==> config.mk <==
export PLATFORM = sky130hd
export DESIGN_NAME = nfh_host
export DESIGN_NICKNAME = d
export VERILOG_FILES = /design/src/design/nfh_pkg.sv /design/src/design/nfh_sync.sv /design/src/design/nfh_host.sv
export SDC_FILE = /design/constraint.sdc
export NUM_CORES = 1
export LEC_CHECK = 0
export ABC_CLOCK_PERIOD_IN_PS = 3300
export BUFFER_PORTS_ARGS = -buffer_cell sky130_fd_sc_hd__buf_4
export CORE_MARGIN = 2
export CORE_UTILIZATION = 50
export CTS_CLUSTER_DIAMETER = 120
export DETAILED_ROUTE_END_ITERATION = 10
export PLACE_DENSITY = 0.71
export SLEW_MARGIN = 20
export SYNTH_ARGS = -nofsm -noshare
export SYNTH_HDL_FRONTEND = slang
export SYNTH_SLANG_ARGS = --single-unit
==> constraint.sdc <==
create_clock -name clk -period 3.3 [get_ports clk]
set_input_delay 0.33 -clock clk [delete_from_list [all_inputs] [get_ports clk]]
set_output_delay 0.33 -clock clk [all_outputs]
set_load 0.01 [all_outputs]
==> src/design/nfh_pkg.sv <==
package nfh_pkg;

    // Clock and pin timing, figures in ns except SYNC_LAT, which counts cycles
    localparam int CLK_PERIOD_NS = 25;
    localparam int T_WP_NS = 12;
    localparam int T_WH_NS = 10;
    localparam int T_WHR_NS = 60;
    localparam int T_WB_NS = 100;
    localparam int T_REA_NS = 20;
    localparam int T_REH_NS = 10;
    localparam int SYNC_LAT = 3;

    // Least times round up to whole cycles
    localparam int WE_LOW_CYC = (T_WP_NS + CLK_PERIOD_NS - 1) / CLK_PERIOD_NS;
    localparam int WE_HIGH_CYC = (T_WH_NS + CLK_PERIOD_NS - 1) / CLK_PERIOD_NS;
    localparam int WHR_CYC = (T_WHR_NS + CLK_PERIOD_NS - 1) / CLK_PERIOD_NS;
    // Busy flag needs its fall time plus the synchroniser delay before it is trusted
    localparam int WB_CYC = (T_WB_NS + CLK_PERIOD_NS - 1) / CLK_PERIOD_NS + SYNC_LAT;
    // Read data passes the synchroniser and its agreement stage, so the strobe stays low longer
    localparam int RE_LOW_CYC = (T_REA_NS + CLK_PERIOD_NS - 1) / CLK_PERIOD_NS + SYNC_LAT + 1;
    localparam int RE_HIGH_CYC = (T_REH_NS + CLK_PERIOD_NS - 1) / CLK_PERIOD_NS;

    // Command codes
    localparam logic [7:0] CMD_READ_SETUP = 8'h00;
    localparam logic [7:0] CMD_READ_GO = 8'h30;
    localparam logic [7:0] CMD_COL_OUT = 8'h05;
    localparam logic [7:0] CMD_COL_OUT_GO = 8'hE0;
    localparam logic [7:0] CMD_READ_CACHE = 8'h31;
    localparam logic [7:0] CMD_READ_LAST = 8'h3F;
    localparam logic [7:0] CMD_MULTI_SETUP = 8'h60;
    localparam logic [7:0] CMD_PROG_SETUP = 8'h80;
    localparam logic [7:0] CMD_PROG_COL = 8'h85;
    localparam logic [7:0] CMD_PROG_GO = 8'h10;
    localparam logic [7:0] CMD_STATUS = 8'h70;
    localparam logic [7:0] CMD_RESET = 8'hFF;

    // Address layout
    localparam int COL_W = 13;
    localparam int ROW_W = 17;
    localparam int PAGE_BITS = 6;
    localparam int DISTRICT_BIT = 6;
    localparam logic [5:0] LAST_PAGE = 6'h3F;
    localparam int LEN_W = 13;

    // Operations offered on the user command port
    typedef enum logic [3:0] {
        OP_READ, OP_READ_CACHE, OP_READ_LAST, OP_READ_COL, OP_MULTI_READ,
        OP_PROG_START, OP_PROG_COL, OP_PROG_CONFIRM, OP_READ_DATA, OP_STATUS, OP_RESET
    } nfh_op_type;

    // Kinds of step in an operation script
    typedef enum logic [2:0] {
        K_CMD, K_ADR, K_WRD, K_RDD, K_WAIT, K_END
    } nfh_kind_type;

    // One script step: kind plus command code or address byte selector
    typedef struct packed {
        nfh_kind_type kind;
        logic [7:0] val;
    } nfh_item_type;

endpackage

==> src/design/nfh_sync.sv <==
`timescale 1ns/100ps
`default_nettype none

module nfh_sync
    import nfh_pkg::*;
#(
    parameter int W = 1
) (
    input wire logic clk,
    input wire logic nrst,
    input wire logic [W-1:0] din,
    output logic [W-1:0] dout
);

    // Three stages; output follows only when stages two and three agree
    typedef struct packed {
        logic [W-1:0] s1;
        logic [W-1:0] s2;
        logic [W-1:0] s3;
        logic [W-1:0] out;
    } nfh_sync_type;

    nfh_sync_type s_q; // Registered state
    nfh_sync_type s_d; // Next state

    // Stage one is read only by stage two
    always_comb begin
        s_d = s_q;
        s_d.s1 = din;
        s_d.s2 = s_q.s1;
        s_d.s3 = s_q.s2;
        if (s_q.s2 == s_q.s3) begin
            s_d.out = s_q.s3;
        end
    end

    // State register
    always_ff @(posedge clk or negedge nrst) begin
        if (!nrst) begin
            s_q <= '0;
        end else begin
            s_q <= s_d;
        end
    end

    assign dout = s_q.out;

endmodule

`default_nettype wire

==> src/design/nfh_host.sv <==
`timescale 1ns/100ps
`default_nettype none

module nfh_host
    import nfh_pkg::*;
(
    input wire logic clk,
    input wire logic nrst,
    input wire logic cmdValid,
    output logic cmdReady,
    input wire nfh_op_type cmdOp,
    input wire logic [COL_W-1:0] cmdCol,
    input wire logic [ROW_W-1:0] cmdRow,
    input wire logic [ROW_W-1:0] cmdRow2,
    input wire logic [LEN_W-1:0] cmdLen,
    input wire logic progEnable,
    input wire logic wrValid,
    input wire logic [7:0] wrData,
    output logic wrReady,
    output logic rdValid,
    output logic [7:0] rdData,
    output logic opDone,
    output logic opError,
    output logic chipSelN,
    output logic cmdLatch,
    output logic addrLatch,
    output logic writeStrobeN,
    output logic read_strobe_n,
    output logic writeProtectN,
    output logic [7:0] ioOut,
    output logic ioOe,
    input wire logic [7:0] ioIn,
    input wire logic ready_busy_n
);

    typedef enum {S_IDLE, S_NEXT, S_WLOW, S_WHIGH, S_WFETCH, S_RLOW, S_GAP} nfh_state_type;

    // Whole controller state
    typedef struct packed {
        nfh_state_type st;
        nfh_op_type op;
        logic [3:0] ph;
        logic [LEN_W-1:0] cnt;
        logic [3:0] tmr;
        logic inRd;
        logic [COL_W-1:0] col;
        logic [ROW_W-1:0] row;
        logic [ROW_W-1:0] row2;
        logic ceN;
        logic cle;
        logic ale;
        logic weN;
        logic reN;
        logic wpN;
        logic [7:0] ioOut;
        logic ioOe;
        logic rdValid;
        logic [7:0] rdData;
        logic wrReady;
        logic cmdReady;
        logic done;
        logic err;
    } nfh_host_type;

    nfh_host_type s_q; // Registered state
    nfh_host_type s_d; // Next state
    nfh_item_type it; // Current script step
    logic rbSync; // Synchronised ready level
    logic [7:0] ioSync; // Synchronised read data
    logic bad; // Command refused

    // Pin inputs come from outside the clock domain
    nfh_sync #(.W(1)) uRb (
        .clk(clk),
        .nrst(nrst),
        .din(ready_busy_n),
        .dout(rbSync)
    );

    nfh_sync #(.W(8)) uIo (
        .clk(clk),
        .nrst(nrst),
        .din(ioIn),
        .dout(ioSync)
    );

    // Build one script step
    function automatic nfh_item_type mk(input nfh_kind_type k, input logic [7:0] v);
        nfh_item_type r;
        r.kind = k;
        r.val = v;
        return r;
    endfunction

    // Address byte; selector bit 3 picks the second row, unused bits go low
    function automatic logic [7:0] addrByte(input logic [3:0] sel, input logic [COL_W-1:0] c,
                                            input logic [ROW_W-1:0] r1, input logic [ROW_W-1:0] r2);
        logic [ROW_W-1:0] r;
        r = sel[3] ? r2 : r1;
        case (sel[2:0])
            3'h0: addrByte = c[7:0];
            3'h1: addrByte = {3'h0, c[12:8]};
            3'h2: addrByte = r[7:0];
            3'h3: addrByte = r[15:8];
            default: addrByte = {7'h00, r[16]};
        endcase
    endfunction

    // Program operations need the write-protect pin released
    function automatic logic isProg(input nfh_op_type o);
        return (o == OP_PROG_START) || (o == OP_PROG_COL) || (o == OP_PROG_CONFIRM);
    endfunction

    // Script of every operation, one step per phase
    function automatic nfh_item_type script(input nfh_op_type o, input logic [3:0] p);
        script = mk(K_END, 8'h00);
        case (o)
            OP_READ: begin
                if (p == 4'h0) script = mk(K_CMD, CMD_READ_SETUP);
                else if (p <= 4'h5) script = mk(K_ADR, {4'h0, p - 4'h1});
                else if (p == 4'h6) script = mk(K_CMD, CMD_READ_GO);
                else if (p == 4'h7) script = mk(K_WAIT, 8'h00);
            end
            OP_READ_CACHE: begin
                if (p == 4'h0) script = mk(K_CMD, CMD_READ_CACHE);
                else if (p == 4'h1) script = mk(K_WAIT, 8'h00);
            end
            OP_READ_LAST: begin
                if (p == 4'h0) script = mk(K_CMD, CMD_READ_LAST);
                else if (p == 4'h1) script = mk(K_WAIT, 8'h00);
            end
            OP_READ_COL: begin
                if (p == 4'h0) script = mk(K_CMD, CMD_COL_OUT);
                else if (p <= 4'h2) script = mk(K_ADR, {4'h0, p - 4'h1});
                else if (p == 4'h3) script = mk(K_CMD, CMD_COL_OUT_GO);
            end
            OP_MULTI_READ: begin
                if (p == 4'h0 || p == 4'h4) script = mk(K_CMD, CMD_MULTI_SETUP);
                else if (p <= 4'h3) script = mk(K_ADR, {4'h0, p + 4'h1});
                else if (p <= 4'h7) script = mk(K_ADR, {4'h0, p + 4'h5});
                else if (p == 4'h8) script = mk(K_CMD, CMD_READ_GO);
                else if (p == 4'h9) script = mk(K_WAIT, 8'h00);
            end
            OP_PROG_START: begin
                if (p == 4'h0) script = mk(K_CMD, CMD_PROG_SETUP);
                else if (p <= 4'h5) script = mk(K_ADR, {4'h0, p - 4'h1});
                else if (p == 4'h6) script = mk(K_WRD, 8'h00);
            end
            OP_PROG_COL: begin
                if (p == 4'h0) script = mk(K_CMD, CMD_PROG_COL);
                else if (p <= 4'h2) script = mk(K_ADR, {4'h0, p - 4'h1});
                else if (p == 4'h3) script = mk(K_WRD, 8'h00);
            end
            OP_PROG_CONFIRM: begin
                if (p == 4'h0) script = mk(K_CMD, CMD_PROG_GO);
                else if (p == 4'h1) script = mk(K_WAIT, 8'h00);
            end
            OP_READ_DATA: begin
                if (p == 4'h0) script = mk(K_RDD, 8'h00);
            end
            OP_STATUS: begin
                if (p == 4'h0) script = mk(K_CMD, CMD_STATUS);
                else if (p == 4'h1) script = mk(K_RDD, 8'h00);
            end
            OP_RESET: begin
                if (p == 4'h0) script = mk(K_CMD, CMD_RESET);
                else if (p == 4'h1) script = mk(K_WAIT, 8'h00);
            end
            default: script = mk(K_END, 8'h00);
        endcase
    endfunction

    // Next-state logic
    always_comb begin
        s_d = s_q;
        s_d.rdValid = 1'b0;
        s_d.done = 1'b0;
        s_d.err = 1'b0;
        it = script(s_q.op, s_q.ph);
        // Protect pin stays released for the whole multi read
        s_d.wpN = progEnable || (s_q.op == OP_MULTI_READ);
        // Only status and reset may go out while busy; a cached read stepping off the block end is refused
        bad = (!rbSync && cmdOp != OP_STATUS && cmdOp != OP_RESET)
            || (isProg(cmdOp) && !progEnable)
            || (cmdOp == OP_READ_CACHE && s_q.row[PAGE_BITS-1:0] == LAST_PAGE)
            || (cmdOp == OP_MULTI_READ
                && cmdRow[DISTRICT_BIT] == cmdRow2[DISTRICT_BIT]);
        case (s_q.st)
            S_IDLE: begin
                // Chip deselected and strobes idle high between operations
                s_d.ceN = 1'b1;
                s_d.cmdReady = 1'b1;
                if (cmdValid && s_q.cmdReady) begin
                    s_d.cmdReady = 1'b0;
                    if (bad) begin
                        s_d.err = 1'b1;
                    end else begin
                        s_d.op = cmdOp;
                        s_d.ph = 4'h0;
                        s_d.inRd = 1'b0;
                        s_d.ceN = 1'b0;
                        s_d.st = S_NEXT;
                        s_d.cnt = (cmdOp == OP_STATUS) ? LEN_W'(1) : cmdLen;
                        s_d.col = cmdCol;
                        if (cmdOp == OP_READ || cmdOp == OP_PROG_START) begin
                            s_d.row = cmdRow;
                        end else if (cmdOp == OP_MULTI_READ) begin
                            // Same page bits in both districts, either order
                            s_d.row = cmdRow;
                            s_d.row2 = {cmdRow2[ROW_W-1:PAGE_BITS], cmdRow[PAGE_BITS-1:0]};
                        end else if (cmdOp == OP_READ_CACHE) begin
                            // Track the prefetched page so a block crossing is caught
                            s_d.row = s_q.row + ROW_W'(1);
                        end
                    end
                end
            end
            S_NEXT: begin
                case (it.kind)
                    K_CMD: begin
                        s_d.cle = 1'b1;
                        s_d.ioOut = it.val;
                        s_d.ioOe = 1'b1;
                        s_d.weN = 1'b0;
                        s_d.tmr = 4'(WE_LOW_CYC - 1);
                        s_d.st = S_WLOW;
                    end
                    K_ADR: begin
                        s_d.ale = 1'b1;
                        s_d.ioOut = addrByte(it.val[3:0], s_q.col, s_q.row, s_q.row2);
                        s_d.ioOe = 1'b1;
                        s_d.weN = 1'b0;
                        s_d.tmr = 4'(WE_LOW_CYC - 1);
                        s_d.st = S_WLOW;
                    end
                    K_WRD: begin
                        if (s_q.cnt == '0) begin
                            s_d.ph = s_q.ph + 4'h1;
                        end else begin
                            s_d.wrReady = 1'b1;
                            s_d.st = S_WFETCH;
                        end
                    end
                    K_RDD: begin
                        if (s_q.cnt == '0) begin
                            s_d.ph = s_q.ph + 4'h1;
                            s_d.inRd = 1'b0;
                        end else if (!s_q.inRd) begin
                            // Turnaround gap before the first read strobe
                            s_d.inRd = 1'b1;
                            s_d.tmr = 4'(WHR_CYC - 1);
                            s_d.st = S_GAP;
                        end else begin
                            s_d.reN = 1'b0;
                            s_d.tmr = 4'(RE_LOW_CYC - 1);
                            s_d.st = S_RLOW;
                        end
                    end
                    K_WAIT: begin
                        // Give the busy flag time to fall before idling
                        s_d.ph = s_q.ph + 4'h1;
                        s_d.tmr = 4'(WB_CYC - 1);
                        s_d.st = S_GAP;
                    end
                    K_END: begin
                        s_d.done = 1'b1;
                        s_d.st = S_IDLE;
                    end
                    default: s_d.st = S_IDLE;
                endcase
            end
            S_WLOW: begin
                if (s_q.tmr == 4'h0) begin
                    // Rising strobe edge latches the byte
                    s_d.weN = 1'b1;
                    s_d.tmr = 4'(WE_HIGH_CYC - 1);
                    s_d.st = S_WHIGH;
                end else begin
                    s_d.tmr = s_q.tmr - 4'h1;
                end
            end
            S_WHIGH: begin
                if (s_q.tmr == 4'h0) begin
                    s_d.cle = 1'b0;
                    s_d.ale = 1'b0;
                    s_d.ioOe = 1'b0;
                    if (it.kind == K_WRD) begin
                        s_d.cnt = s_q.cnt - LEN_W'(1);
                    end else begin
                        s_d.ph = s_q.ph + 4'h1;
                    end
                    s_d.st = S_NEXT;
                end else begin
                    s_d.tmr = s_q.tmr - 4'h1;
                end
            end
            S_WFETCH: begin
                // Waits for the user byte; the pins hold still meanwhile
                if (wrValid && s_q.wrReady) begin
                    s_d.wrReady = 1'b0;
                    s_d.ioOut = wrData;
                    s_d.ioOe = 1'b1;
                    s_d.weN = 1'b0;
                    s_d.tmr = 4'(WE_LOW_CYC - 1);
                    s_d.st = S_WLOW;
                end
            end
            S_RLOW: begin
                if (s_q.tmr == 4'h0) begin
                    s_d.rdData = ioSync;
                    s_d.rdValid = 1'b1;
                    s_d.reN = 1'b1;
                    s_d.cnt = s_q.cnt - LEN_W'(1);
                    s_d.tmr = 4'(RE_HIGH_CYC - 1);
                    s_d.st = S_GAP;
                end else begin
                    s_d.tmr = s_q.tmr - 4'h1;
                end
            end
            S_GAP: begin
                // Strobes stay high here, also while the device is busy
                if (s_q.tmr == 4'h0) begin
                    s_d.st = S_NEXT;
                end else begin
                    s_d.tmr = s_q.tmr - 4'h1;
                end
            end
            default: s_d.st = S_IDLE;
        endcase
    end

    // State register; pins park inactive and protected at reset
    always_ff @(posedge clk or negedge nrst) begin
        if (!nrst) begin
            s_q <= '0;
            s_q.st <= S_IDLE;
            s_q.op <= OP_READ_DATA;
            s_q.ceN <= 1'b1;
            s_q.weN <= 1'b1;
            s_q.reN <= 1'b1;
        end else begin
            s_q <= s_d;
        end
    end

    assign cmdReady = s_q.cmdReady;
    assign wrReady = s_q.wrReady;
    assign rdValid = s_q.rdValid;
    assign rdData = s_q.rdData;
    assign opDone = s_q.done;
    assign opError = s_q.err;
    assign chipSelN = s_q.ceN;
    assign cmdLatch = s_q.cle;
    assign addrLatch = s_q.ale;
    assign writeStrobeN = s_q.weN;
    assign read_strobe_n = s_q.reN;
    assign writeProtectN = s_q.wpN;
    assign ioOut = s_q.ioOut;
    assign ioOe = s_q.ioOe;
endmodule

`default_nettype wire

# Word-level counts from Yosys, hierarchy flattened

Cells that the tools add are included.

Register bits: 169
Latch bits: 0
Memory bits (writable): 0
Bits in read-only memories: 0
Bits of input ports: 86
Output and inout bits: 28
Memories: 0

Add/subtract/negate cells: 6
Multipliers: 0
Div/mod/pow operators: 0
Magnitude comparators: 4
Eq/ne operators: 66
Shifts and indexed selects: 0
Multiplexer cells: 94
Bitwise gates (word level): 2
Reduce and logical (&&, ||, !) cells: 55

Operators by type and width:

| cell                                                              | number |
|---|---|
| 11-bit 2-to-1 mux                                                 | 23 |
| 32-bit 2-to-1 mux                                                 | 6 |
| 32-bit case mux with 6 select lines                               | 1 |
| 32-bit case mux with 4 select lines                               | 1 |
| 11-bit case mux with 11 select lines                              | 1 |
| 17-bit 2-to-1 mux                                                 | 7 |
| 53-bit 2-to-1 mux                                                 | 2 |
| 49-bit 2-to-1 mux                                                 | 2 |
| 32-bit by 3-bit == test with 1-bit output (second input constant) | 3 |
| 32-bit by 2-bit == test with 1-bit output (second input constant) | 2 |
| 9-bit 2-to-1 mux                                                  | 6 |
| 4-bit by 3-bit == test with 1-bit output (second input constant)  | 11 |
| 13-bit 2-to-1 mux                                                 | 3 |
| 13-bit case mux with 3 select lines                               | 1 |
| 32-bit by 1-bit == test with 1-bit output (second input constant) | 1 |
| 32-bit zero test                                                  | 1 |
| 8-bit case mux with 4 select lines                                | 1 |
| 2-bit inequality test (second input constant)                     | 13 |
| 4-bit == test (second input constant)                             | 6 |
| 4-bit 2-to-1 mux                                                  | 6 |
| 4-bit case mux with 3 select lines                                | 2 |
| 4-bit AND reduction                                               | 5 |
| 1-bit 2-to-1 mux                                                  | 19 |
| 9-bit case mux with 2 select lines                                | 1 |
| 46 further kinds                                                  | 103 |

# Longest topological paths before layout

Gate-level depths: netlist of run 1.

Word-level depth: 11
Mapped depth: 13

# Cells and area by module

A second synthesis of run 1 with hierarchy kept.

Cells, all modules: 793
Area total of the unflattened synthesis: 7597.3 um^2

Modules (own cells, without submodules):

| module          | times used | cells each | area an instance (um^2) | seq. area each (um^2) |
|---|---|---|---|---|
| nfh_host        | 1          | 729        | 6448.7                  | 2607.5 |
| nfh_sync at uIo | 1          | 59         | 1037.2                  | 800.8 |
| nfh_sync at uRb | 1          | 5          | 111.4                   | 100.1 |

# Worst setup path before layout of run 1

OpenSTA, ideal clock, no wires.

Path kind: register -> register
Start: reg s_q[93] in the netlist's numbering
End: reg s_q, in the netlist ioOut[4]
Library setup time: 0.131 ns
Data arrival time: 2.817 ns
Setup slack: 0.352 ns
Stages on the path, launching flop included: 13
Buffers on the path: 2
Cells stage by stage: dfrtp_1 inv_1 ha_1 nor3b_4 nor3_1 a211o_1 or4_4 buf_6 and2_4 buf_6 or3_1 o21ai_0 a31oi_1

Cells in the longest elaborated chain, start to end: 10

RTL lines:

| item                                                                                                   | line            | source |
|---|---|---|
| from (decl)                                                                                            | nfh_host.sv:65  | `nfh_host_type s_q;` |
| parallel branches: the longest is 5 deep, another holds 4-bit by 3-bit adder with 4-bit output         | --              |  |
| 11-bit case mux with 11 select lines *                                                                 | nfh_host.sv:117 | `case (o)` |
| 3-bit by 2-bit == test with 1-bit output (tied with other cells)                                       | nfh_host.sv:100 | `case (sel[2:0])` |
| 8-bit case mux with 4 select lines (tied with other cells)                                             | nfh_host.sv:100 |  |
| 9-bit case mux with 2 select lines or 3-bit by 1-bit inequality test with 1-bit output (tied branches) | --              |  |
| 8-bit case mux with 2 select lines or 3-bit AND reduction (tied branches)                              | --              |  |

Every way passes the cells marked *. The select of a mux whose other input is x is not followed.
A chain may end at the register's enable or synchronous reset.

# Worst setup path after layout of run 1

Start: reg s_q[94] in the netlist's numbering
End: reg s_q, in the netlist ioOut[3]

Same word-level chain as after synthesis.

==> results of run 1 <==
==> synthesized netlist by cell type, drive strengths merged (3+ instances only) <==
cell | n | area share [%]
o221ai | 4 | 0.46
a31oi | 9 | 0.75
o22a | 3 | 0.35
clkbuf | 26 | 1.3
and3 | 6 | 0.50
and2 | 9 | 0.78
xnor2 | 3 | 0.35
a21boi | 6 | 0.60
a32oi | 6 | 0.70
a221o | 5 | 0.66
a21oi | 55 | 3.7
dfrtp | 136 | 45
o22ai | 8 | 0.66
mux2 | 44 | 6.6
a211oi | 10 | 1.0
nor3b | 8 | 0.95
nand4 | 6 | 0.50
ha | 9 | 1.5
nand3 | 21 | 1.4
dfstp | 4 | 1.4
or2 | 4 | 0.33
or3 | 4 | 0.33
a21o | 3 | 0.30
a22oi | 8 | 0.80
mux2i | 22 | 2.9
nor3 | 28 | 1.9
inv | 23 | 1.1
nand2 | 78 | 3.9
o311ai | 3 | 0.35
nor2 | 52 | 2.6
xor2 | 10 | 1.2
a2bb2oi | 3 | 0.35
o21a | 5 | 0.50
o21ai | 65 | 4.4
a31o | 3 | 0.35
nor2b | 13 | 1.1
o31ai | 6 | 0.60
buf | 26 | 2.5
nand3b | 3 | 0.30
nor4 | 7 | 0.66
nand2b | 10 | 0.83
==> cell usage in the layout, fill, tap and decap left out, drive strengths merged, types with 13 or more instances in the layout <==
cell      n
a21oi    55
buf     132
clkbuf   18
dfrtp   136
inv      32
mux2     44
mux2i    22
nand2    78
nand3    21
nor2     52
nor2b    13
nor3     28
o21ai    65
==> repair_timing <==
action,in CTS,in global routing
endpoints found under the setup margin,0,2
buffers inserted,0,0
endpoints found under the hold margin,5,2
resized for setup,0,2
hold buffers,5,2
==> final timing paths <==
check	slack, ns	end	start	cells after the start
worst max-delay path	0.20	ioOut[3]$_DFFE_PN0P_	s_q[94]$_DFFE_PN0P_	11
max in group asynchronous	2.51	read_strobe_n$_DFFE_PN1P_	nrst	2
min in group clk	0.02	uIo.s_d[16]$_DFF_PN0_	ioIn[0]	1
worst min register to register	0.35	uIo.s_d[11]$_DFF_PN0_	uIo.s_d[19]$_DFF_PN0_	0
worst min-delay path	-0.03	addrLatch$_DFFE_PN0P_	nrst	1
worst max register to register	0.20	ioOut[3]$_DFFE_PN0P_	s_q[94]$_DFFE_PN0P_	11
==> per-layer routing <==
| layer | share of wire [%] | track usage, % | vias to the layer above |
|---|---|---|---|
| met2 | 49 | 41.21 | 244 |
| met5 | 0 | 0 | - |
| met4 | 1.9 | 7.822 | 0 |
| li1 | - | - | 3052 |
| met1 | 44 | 33.77 | 3181 |
| met3 | 5.2 | 5.525 | 31 |
==> registers in the layout (all words and copies together), names as in the netlist, 2 cells and up <==
signal    cells
uIo.dout      8
uRb.s_d       2
uIo.s_d      16
rdData        8
s_q          76
ioOut         8
uIo.s_q       8
==> worst max-delay path: stages, from the launching register on <==
cell and delay [ns]:
dfrtp_1 0.39, inv_1 0.13, ha_1 0.38, or3b_1 0.52, nor3_1 0.31, a21oi_1 0.09
o21ai_2 0.11, buf_12 0.21, mux2i_1 0.34, o221ai_1 0.19, a31oi_1 0.23, nor3_1 0.09
==> where the power goes <==
| part | switching [mW] | leakage, nW | internal (mW) |
|---|---|---|---|
| Combinational | 2.52 | 2.11 | 1.80 |
| Sequential | 0.440 | 1.76 | 2.19 |
| Clock | 0.833 | 0.310 | 1.18 |
==> final cells by class <==
class,instances,area share [%]
clock buffers,18,4.768
clock inverters,14,2.065
inverters,24,0.9780
multi-input cells,567,39.77
flip-flops and latches,140,38.09
well taps,184,2.499
repair buffers,139,11.83
==> stage by stage <==
step,area (um^2),total power [mW]
floorplan,7538,5.551
global placement,8504,6.684
detailed placement,8504,6.836
CTS,9184,8.881
global route,9211,9.523
finish,9211,8.966
==> cell families after synthesis <==
group	after synthesis
buffers and inverters	76
AOI/OAI and AO/OA	218
muxes	66
DFF	140
adders and majority gates	10
xor gates and xnor gates	13
and+or+nand+nor	260
==> metrics.md, run 1 <==
| Metric | Value |
|---|---|
| Vias after detailed routing | 6508 |
| Crit. End Element | flip-flop |
| Required time of the critical path | 3.60 ns |
| FILL cells | between 1000 and 1500 |
| XOR/XNOR share of the synthesized area | around 1.5% |
| Adder-Cell Fraction of Synth Area | around 1.6% |
| Unrepaired setup endpoints after global routing | false |
| Dpl ws | 0.2399 ns |
| Pins over their slew limit | 0 |
| PD cells | ~1000 nW/um^2 |
| Total GRT Usage | around 25% |
| Clock buffer depth | 2 |
| Row cnt | between 40 and 50 |
| Final GP Congestion | between 0.9 and 1 |
| Status | complete, but fails checks |
| Final HPWL DP | ~14 mm |
| Clock skew | between 0.008 and 0.009 ns |
| Post-synthesis sequential area ratio | 46.54% |
| Clock root buffer | clkbuf_16 |
| Non-Filler Instances | ~1100 |
| Synth Area in Compound Gates | between 15 and 20% |
| DR pass1 iterations | 5 |
| Share of post-route cells with drive strength above 1 | around 26% |
| Peak VDD IR | roughly 540 uV |
| Fin Setup TNS | 0 ns |
| Antenna-violating nets left | 0 |
| Final setup margin | roughly 0.2 ns |
| Vias in the first global route | between 6000 and 7000 |
| P_leak | ~4.2 nW |
| Post-synthesis mux area share | a little under a tenth |
| Crit path kind | reg -> reg |
| Crit path max fanout | 17 |
| CTS tree | done |
| Final period util | a little over nine tenths |
| Syn nets | between 800 and 900 |
| Max Cap Viol | 0 |
| Netlist cell types | 80 |
| Worst-path clk slew | approximately 0.07 ns |
| Synthesized instance count | approximately 780 |
| Failing checks | hold timing |
| Layout overhead on the synthesized area | 22.19% |
| Reg area | between 3000 and 4000 um^2 |
| Post-synth top flop | dfrtp_1 |
| GRT Residual Overflow | 0 |
| FF+latch count, synth | 140 |
| Cell Area, Synth | approximately 7500 um^2 |
| First-pass GRT wire length | 32.27 mm |
| Core footprint | ~15000 um^2 |
| Die width | 126.8 um |
| Initial Utilization | around half |
| Post-layout util | 62.90% |
| Hold Worst Slack | -0.03491 ns |
| Largest family of logic cells by synthesized area | compound AO/OA/AOI/OAI gates |
| Fin. Hold Viols | 21 |
| Yosys warnings | 0 |
| Final net count | about 980 |
| Clk_lat worst skew | 0.42 ns |
| Post-synth EDFFs | 0 |
| DRT iter0 DRCs | about 560 |
| Die Y | 126.8 um |
| # diodes | 0 |
| Clk sinks | between 100 and 150 |
| Initial antenna violation count | 0 |
| DRT Wirelength | ~20 mm |
| Minimum clock period | just over 3 ns |
| # IOs | 114 |
| Fmax | around 0.32 GHz |
| Total CTS buffers | 17 |
| DIE AREA | between 15000 and 20000 um^2 |
| Relative slew slack | a little under half |
| Worst hold path type | in -> async |
| Worst-Margin Slew | around 0.82 ns |
| # DRC | 0 |
| Critical path data arrival time | roughly 3.4 ns |
| Startpoint Class | flip-flop |
| Wire per inst | 18.40 um |
| Via density | between 5 and 6 |
| Placed Cells | 1047 |
| Final setup viols | 0 |
| Maximum number of pins on one net before global-route repair | 85 |
| Simple-Gate Fraction of Synth Area | around 17% |
| Multi-input logic area | 3664 um^2 |
| H-Tree Depth | 4 |
| Synthesized area per cell | approximately 9.6 um^2 |
| IO buf count | approximately 110 |
| Post-synth ARST share | 100.0% |
No activity file was read; power rests on OpenSTA's default activity.
==> run 2, diff against run 1 <==
--- a/config.mk
+++ b/config.mk
@@ -7,12 +7,14 @@
 export LEC_CHECK = 0
 export ABC_CLOCK_PERIOD_IN_PS = 3300
 export BUFFER_PORTS_ARGS = -buffer_cell sky130_fd_sc_hd__buf_4
+export CELL_PAD_IN_SITES_DETAIL_PLACEMENT = 0
+export CELL_PAD_IN_SITES_GLOBAL_PLACEMENT = 1
 export CORE_MARGIN = 2
-export CORE_UTILIZATION = 50
+export CORE_UTILIZATION = 44
 export CTS_CLUSTER_DIAMETER = 120
 export DETAILED_ROUTE_END_ITERATION = 10
-export PLACE_DENSITY = 0.71
-export SLEW_MARGIN = 20
+export PLACE_DENSITY = 0.8
+export SLEW_MARGIN = 25
 export SYNTH_ARGS = -nofsm -noshare
 export SYNTH_HDL_FRONTEND = slang
 export SYNTH_SLANG_ARGS = --single-unit
==> metrics.md, run 2 (synthesis results as in run 1) <==
| Metric | Value |
|---|---|
| Most frequent cells in the layout | 136 x dfrtp_1, 134 x buf_4, 77 x nand2_1 (was 136 x dfrtp_1, 129 x buf_4, 77 x nand2_1) |
| WHS Endpoint | uIo.s_d[18]$_DFF_PN0_ |
| Critical path buffers and inverters | 1 (was 2) |
| Minimum clock period | 3.100 ns (was 3.097 ns) |
| Worst Hold Depth | 1 |
| Layout overhead on the synthesized area | 22.97% (was 22.19%) |
| # IOs | 114 (unchanged) |
| Fin Setup TNS | 0 ns (unchanged) |
| DR pass1 iterations | 5 (unchanged) |
| Internal power | 5.147 mW (was 5.171 mW) |
| Share of post-route cells with drive strength above 1 | 26.02% (was 25.61%) |
| Post-CTS Setup Inserts | 0 (unchanged) |
| Pins over their slew limit | 0 (unchanged) |
| Startpoint Class | flip-flop (unchanged) |
| CTS tree | done (unchanged) |
| Clk network pwr share | 21.8% (was 22.5%) |
| Delay-heaviest family, CP | compound AO/OA/AOI/OAI gates (was simple AND/OR/NAND/NOR gates) |
| Max reg flops | 76 (unchanged) |
| Clock root buffer | clkbuf_16 (unchanged) |
| Row cnt | 47 (was 44) |
| First-pass GRT wire length | 32.17 mm (was 32.27 mm) |
| R2R depth | 9 (was 11) |
| Fmax | 0.3226 GHz (was 0.3229 GHz) |
| Hold Worst Slack | 0.02436 ns (was -0.03491 ns) |
| Clk_lat worst skew | 0.42 ns (about the same) |
| Initial Utilization | 45.30% (was 51.48%) |
| Initial antenna violation count | 0 (unchanged) |
| Clk sinks | 140 (unchanged) |
| Biggest register | s_q (unchanged) |
| Sw Ratio | 42.35% (was 42.33%) |
| Total GRT Usage | 22.55% (was 25.18%) |
| H-Tree Depth | 4 (unchanged) |
| Worst hold path type | in -> reg (was in -> async) |
| Die Y | 134.9 um (was 126.8 um) |
| Final HPWL DP | 14.75 mm (was 14.27 mm) |
| Required time of the critical path | 3.61 ns (was 3.60 ns) |
| DRT Wirelength | 20.09 mm (was 19.99 mm) |
| Final net count | 989 (was 984) |
| Cell mode on critical path | nor3_1 (unchanged) |
| # diodes | 0 (unchanged) |
| Clock skew | 0.005798 ns (was 0.008309 ns) |
| Vias after detailed routing | 6524 (was 6508) |
| Crit path kind | reg -> reg (unchanged) |
| Clock buffer depth | 2 (unchanged) |
| Critical path data arrival time | 3.41 ns (was 3.40 ns) |
| Relative slew slack | 48.95% (was 45.30%) |
| Final period util | 93.93% (was 93.84%) |
| CP max stage cell | or3b_1 (unchanged) |
| R2R setup slack | 0.20 ns (about the same) |
| Fin. Hold Viols | 0 (was 21) |
| IO buf count | 107 (unchanged) |
| DRT iter0 DRCs | 588 (was 559) |
| Final GP Congestion | 0.9533 (was 0.9561) |
| Hold path start | ioIn[2] |
| Crit path largest cell delay | 0.51 ns (was 0.52 ns) |
| Worst-path clk slew | 0.07 ns (about the same) |
| Wire per inst | 17.83 um (was 18.40 um) |
| Worst-Margin Slew | 0.7657 ns (was 0.8205 ns) |
| Crit path cell chain | inv_1 > ha_1 > or3b_1 > nor3_1 > a211oi_1 > a41o_1 > a221o_1 > a311oi_1 > nor3_1 (was inv_1 > ha_1 > or3b_1 > nor3_1 > a21oi_1 > o21ai_2 > buf_12 > mux2i_1 > o221ai_1 > a31oi_1 > nor3_1) |
| Core footprint | 16640 um^2 (was 14640 um^2) |
| Max Cap Viol | 0 (unchanged) |
| # DRC | 0 (unchanged) |
| Status | complete, no violations (was complete, but fails checks) |
| Total CTS buffers | 17 (unchanged) |
| P_leak | 4.190 nW (was 4.180 nW) |
| Seq pwr share | 29.2% (was 29.3%) |
| Unrepaired setup endpoints after global routing | false (unchanged) |
| Reg2reg end | ioOut[2]$_DFFE_PN0P_ (was ioOut[3]$_DFFE_PN0P_) |
| Final setup viols | 0 (unchanged) |
| GRT Residual Overflow | 0 (unchanged) |
| Worst r2r src | s_q[94]$_DFFE_PN0P_ (unchanged) |
| PD cells | 963.1 nW/um^2 (was 973.4 nW/um^2) |
| Die width | 134.9 um (was 126.8 um) |
| Antenna-violating nets left | 0 (unchanged) |
| Peak VDD IR | 447.3 uV (was 541.2 uV) |
| DIE AREA | 18200 um^2 (was 16080 um^2) |
| Gate power share | 49.0% (was 48.3%) |
| FILL cells | 1440 (was 1185) |
| Vias in the first global route | 6229 (was 6407) |
| Crit. End Element | flip-flop (unchanged) |
| Commonest non-fill, non-tap cell in the layout | dfrtp_1 (unchanged) |
| Maximum number of pins on one net before global-route repair | 80 (was 85) |
| Crit path max fanout | 9 (was 17) |
| Via density | 5.789 (was 5.993) |
| P_sw | 3.781 mW (was 3.796 mW) |
-- run 2: cell types whose count changed in the layout (fill, tap and decap cells not counted) --
| cell | previous run | this run |
|---|---|---|
| nor3_2 | 2 | 1 |
| a21boi_2 | 0 | 1 |
| buf_4 | 129 | 134 |
| clkinvlp_4 | 0 | 1 |
| bufinv_16 | 2 | 1 |
| a21boi_1 | 2 | 1 |
| nor3_1 | 26 | 27 |
-- run 2: metal layers --
metal  vias up  wire [um]  GRT usage [%]
met4         0        448          7.778
met5         -          0              0
li1       3072          -              -
met1      3166       9085          31.20
met3        37       1098          3.979
met2       249       9458          35.87
-- run 2: worst max path at each step --
stage,to,slack (ns),from,cells after the start
after floorplan,ioOut[4]$_DFFE_PN0P_,0.35,s_q[93]$_DFFE_PN0P_,12
after global placement,ioOut[2]$_DFFE_PN0P_,0.27,s_q[94]$_DFFE_PN0P_,9
after detailed placement,ioOut[2]$_DFFE_PN0P_,0.22,s_q[94]$_DFFE_PN0P_,10
after CTS,ioOut[2]$_DFFE_PN0P_,0.20,s_q[94]$_DFFE_PN0P_,10
after global routing,ioOut[2]$_DFFE_PN0P_,0.02,s_q[94]$_DFFE_PN0P_,10
final,ioOut[2]$_DFFE_PN0P_,0.20,s_q[94]$_DFFE_PN0P_,9
-- run 2: timing repair --
item                                    in CTS  in global routing
hold endpoints to repair                    51                  2
endpoints found under the setup margin       0                  4
gates resized for setup                      0                  2
hold buffers                                 5                  2
-- run 2: power by group through the flow --
stage	clock network [mW]	registers, mW	logic (mW)
global route	2.05	2.65	4.83
CTS	1.98	2.60	4.30
finish	1.95	2.61	4.37
floorplan	0	2.48	3.07
detailed placement	0	2.63	4.27
global placement	0	2.60	4.21
-- run 2: cell type report --
class / instances / area [um^2] / share of cell area (%)
clock buffer: 18 / 439.2 / 4.737
clock inverter: 14 / 167.7 / 1.809
inverter: 24 / 90.09 / 0.9718
multi-input combinational: 567 / 3662 / 39.51
sequential: 140 / 3508 / 37.85
tap: 220 / 275.3 / 2.969
timing repair buffer: 144 / 1127 / 12.16
-- run 2: per-stage QoR --
step / total power [mW] / std cells / setup slack, ns / utilization (%) / cell area, um^2
4_1_cts: 8.883 / 1125 / 0.2041 / 55.54 / 9244
3_3_place_gp: 6.806 / 1088 / 0.2742 / 51.60 / 8587
6_report: 8.928 / 1127 / 0.2002 / 55.70 / 9270
2_1_floorplan: 5.551 / 783 / 0.3515 / - / 7538
5_1_grt: 9.535 / 1127 / 0.02215 / 55.70 / 9270
3_5_place_dp: 6.898 / 1088 / 0.2174 / 51.60 / 8587
==> run 3, diff against run 2 <==
--- a/config.mk
+++ b/config.mk
@@ -14,6 +14,8 @@
 export CTS_CLUSTER_DIAMETER = 120
 export DETAILED_ROUTE_END_ITERATION = 10
 export PLACE_DENSITY = 0.8
+export REMOVE_ABC_BUFFERS = 1
+export SKIP_LAST_GASP = 1
 export SLEW_MARGIN = 25
 export SYNTH_ARGS = -nofsm -noshare
 export SYNTH_HDL_FRONTEND = slang
==> metrics.md, run 3 (synthesis results as in run 1) <==
| Metric | Value |
|---|---|
| Final GP Congestion | 0.9191 (was 0.9533) |
| Startpoint Class | flip-flop (unchanged) |
| Maximum number of pins on one net before global-route repair | 68 (was 80) |
| Crit path largest cell delay | 0.50 ns (was 0.51 ns) |
| # IOs | 114 (unchanged) |
| Max Cap Viol | 0 (unchanged) |
| Final period util | 92.41% (was 93.93%) |
| Core footprint | 16640 um^2 (unchanged) |
| Crit. End Element | flip-flop (unchanged) |
| Crit path kind | reg -> reg (unchanged) |
| # DRC | 0 (unchanged) |
| Final setup viols | 0 (unchanged) |
| Top layer in use | met4 (unchanged) |
| Clock root buffer | clkbuf_16 (unchanged) |
| Initial antenna violation count | 0 (unchanged) |
| Row cnt | 47 (unchanged) |
| Met3 wire len | 993 um (was 1.098 mm) |
| Worst hold path type | in -> reg (unchanged) |
| Max reg flops | 76 (unchanged) |
| Minimum clock period | 3.049 ns (was 3.100 ns) |
| Critical path data arrival time | 3.34 ns (was 3.41 ns) |
| Clock skew | 0.006374 ns (was 0.005798 ns) |
| Clk_lat worst skew | 0.41 ns (was 0.42 ns) |
| Commonest non-fill, non-tap cell in the layout | dfrtp_1 (unchanged) |
| Unrepaired setup endpoints after global routing | false (unchanged) |
| Post-layout util | 55.24% (was 55.70%) |
| Die Y | 134.9 um (unchanged) |
| First-pass GRT wire length | 32.51 mm (was 32.17 mm) |
| IO buf count | 107 (unchanged) |
| Crit path max fanout | 9 (unchanged) |
| Metal2 WL | 9.511 mm (was 9.458 mm) |
| Antenna-violating nets left | 0 (unchanged) |
| Most frequent cells in the layout | 136 x dfrtp_1, 135 x buf_4, 77 x nand2_1 (was 136 x dfrtp_1, 134 x buf_4, 77 x nand2_1) |
| Fin Setup TNS | 0 ns (unchanged) |
| H-Tree Depth | 4 (unchanged) |
| Peak VDD IR | 471.9 uV (was 447.3 uV) |
| Share of post-route cells with drive strength above 1 | 26.08% (was 26.02%) |
| # diodes | 0 (unchanged) |
| Via density | 5.803 (was 5.789) |
| Worst-Margin Slew | 0.7962 ns (was 0.7657 ns) |
| GRT Residual Overflow | 0 (unchanged) |
| Cell mode on critical path | nor3_1 (unchanged) |
| Layout overhead on the synthesized area | 21.94% (was 22.97%) |
| Total GRT Usage | 22.62% (was 22.55%) |
| Die width | 134.9 um (unchanged) |
| Vias after detailed routing | 6505 (was 6524) |
| Wire per inst | 17.87 um (was 17.83 um) |
| Fin. Hold Viols | 0 (unchanged) |
| PD cells | 964.3 nW/um^2 (was 963.1 nW/um^2) |
| Met1 wire length | 8.928 mm (was 9.085 mm) |
| Total CTS buffers | 17 (unchanged) |
| Biggest register | s_q (unchanged) |
| P_leak | 4.157 nW (was 4.190 nW) |
| DRT Wirelength | 20.03 mm (was 20.09 mm) |
| R2R setup slack | 0.25 ns (was 0.20 ns) |
| Final HPWL DP | 15.00 mm (was 14.75 mm) |
| DIE AREA | 18200 um^2 (unchanged) |
| Delay-heaviest family, CP | simple AND/OR/NAND/NOR gates (was compound AO/OA/AOI/OAI gates) |
| CTS tree | done (unchanged) |
| CP max stage cell | or3b_1 (unchanged) |
| DR pass1 iterations | 6 (was 5) |
| Status | complete, no violations (unchanged) |
| Crit path cell chain | inv_1 > ha_2 > or3b_1 > nor3_1 > a211oi_1 > a21boi_1 > and2_1 > a221o_1 > a311oi_1 > nor3_1 (was inv_1 > ha_1 > or3b_1 > nor3_1 > a211oi_1 > a41o_1 > a221o_1 > a311oi_1 > nor3_1) |
| DRT iter0 DRCs | 481 (was 588) |
| Pins over their slew limit | 0 (unchanged) |
| Vias in the first global route | 6378 (was 6229) |
| Relative slew slack | 46.92% (was 48.95%) |
| Final net count | 984 (was 989) |
| Required time of the critical path | 3.59 ns (was 3.61 ns) |
| Clock buffer depth | 2 (unchanged) |
| Initial Utilization | 45.30% (unchanged) |
| Fmax | 0.3279 GHz (was 0.3226 GHz) |
| Worst-path clk slew | 0.06 ns (was 0.07 ns) |
| Critical path buffers and inverters | 1 (unchanged) |
| Clk sinks | 140 (unchanged) |
[run 3: cell count changes in the layout (fill, tap and decap cells not counted)]
cell,change
buf_4,+1
inv_8,-4
clkbuf_8,+1
dlygate4sd3_1,-6
nor2_2,-1
nor2_1,+1
a21boi_2,-1
ha_2,+1
a21boi_1,+1
clkinv_8,-1
ha_1,-1
clkinv_4,+3
[run 3: worst reg2reg max path: cells and delay by family (launching register included)]
family,cells,cell delay (ns)
buffers and inverters,1,0.12
flip-flops,1,0.38
AO/OA/AOI/OAI,4,0.98
AND/OR/NAND/NOR,4,1.16
adder cells (fa/ha/maj),1,0.30
[run 3: timing repair]
item                                   CTS  global route
setup buffers                            0             0
gates resized for setup                  0             1
setup endpoints to repair                0             1
endpoints found under the hold margin   63             0
hold buffers                             1             0
[run 3: layout make-up]
cell class / instances / area [um^2]
Clock inverter: 12 / 132.6
Tap cell: 220 / 275.3
Timing Repair Buffer: 139 / 1075
Fill cell: 1542 / 7450
Sequential cell: 140 / 3508
Inverter: 24 / 90.09
Multi-Input combinational cell: 567 / 3659
Clock buffer: 19 / 452.9
[run 3: report_power, final]
part / switching, mW / internal, mW
Sequential: 0.454 / 2.19
Clock: 0.767 / 1.10
Combinational: 2.50 / 1.86
[run 3: per-stage QoR]
step	cell area [um^2]	instances	hold slack [ns]	worst slack, ns	power [mW]
global placement	8594	1089	0.3339	0.2843	6.815
CTS	9190	1121	0.008900	0.1690	8.849
detailed placement	8594	1089	0.3355	0.2416	6.945
floorplan	7251	731	0.03441	-0.2237	5.332
global route	9193	1121	0.002333	0.06299	9.456
finish	9193	1121	0.02227	0.2505	8.865
[run 3: path summary, 6_finish.rpt]
path | start | endpoint | depth (start not counted)
max | s_q[94]$_DFFE_PN0P_ | ioOut[2]$_DFFE_PN0P_ | 10
min | ioIn[1] | uIo.s_d[17]$_DFF_PN0_ | 1
max reg2reg | s_q[94]$_DFFE_PN0P_ | ioOut[2]$_DFFE_PN0P_ | 10
min reg2reg | uIo.s_d[16]$_DFF_PN0_ | uIo.s_d[8]$_DFF_PN0_ | 0
max in group asynchronous | nrst | chipSelN$_DFFE_PN1N_ | 3
min in group asynchronous | nrst | cmdLatch$_DFFE_PN0P_ | 2
[run 3: routing by layer]
metal / vias to the layer above / GRT usage [%]
met2: 229 / 36.38
met1: 3184 / 30.80
met5: - / 0
met3: 45 / 3.979
li1: 3047 / -
met4: 0 / 8.187
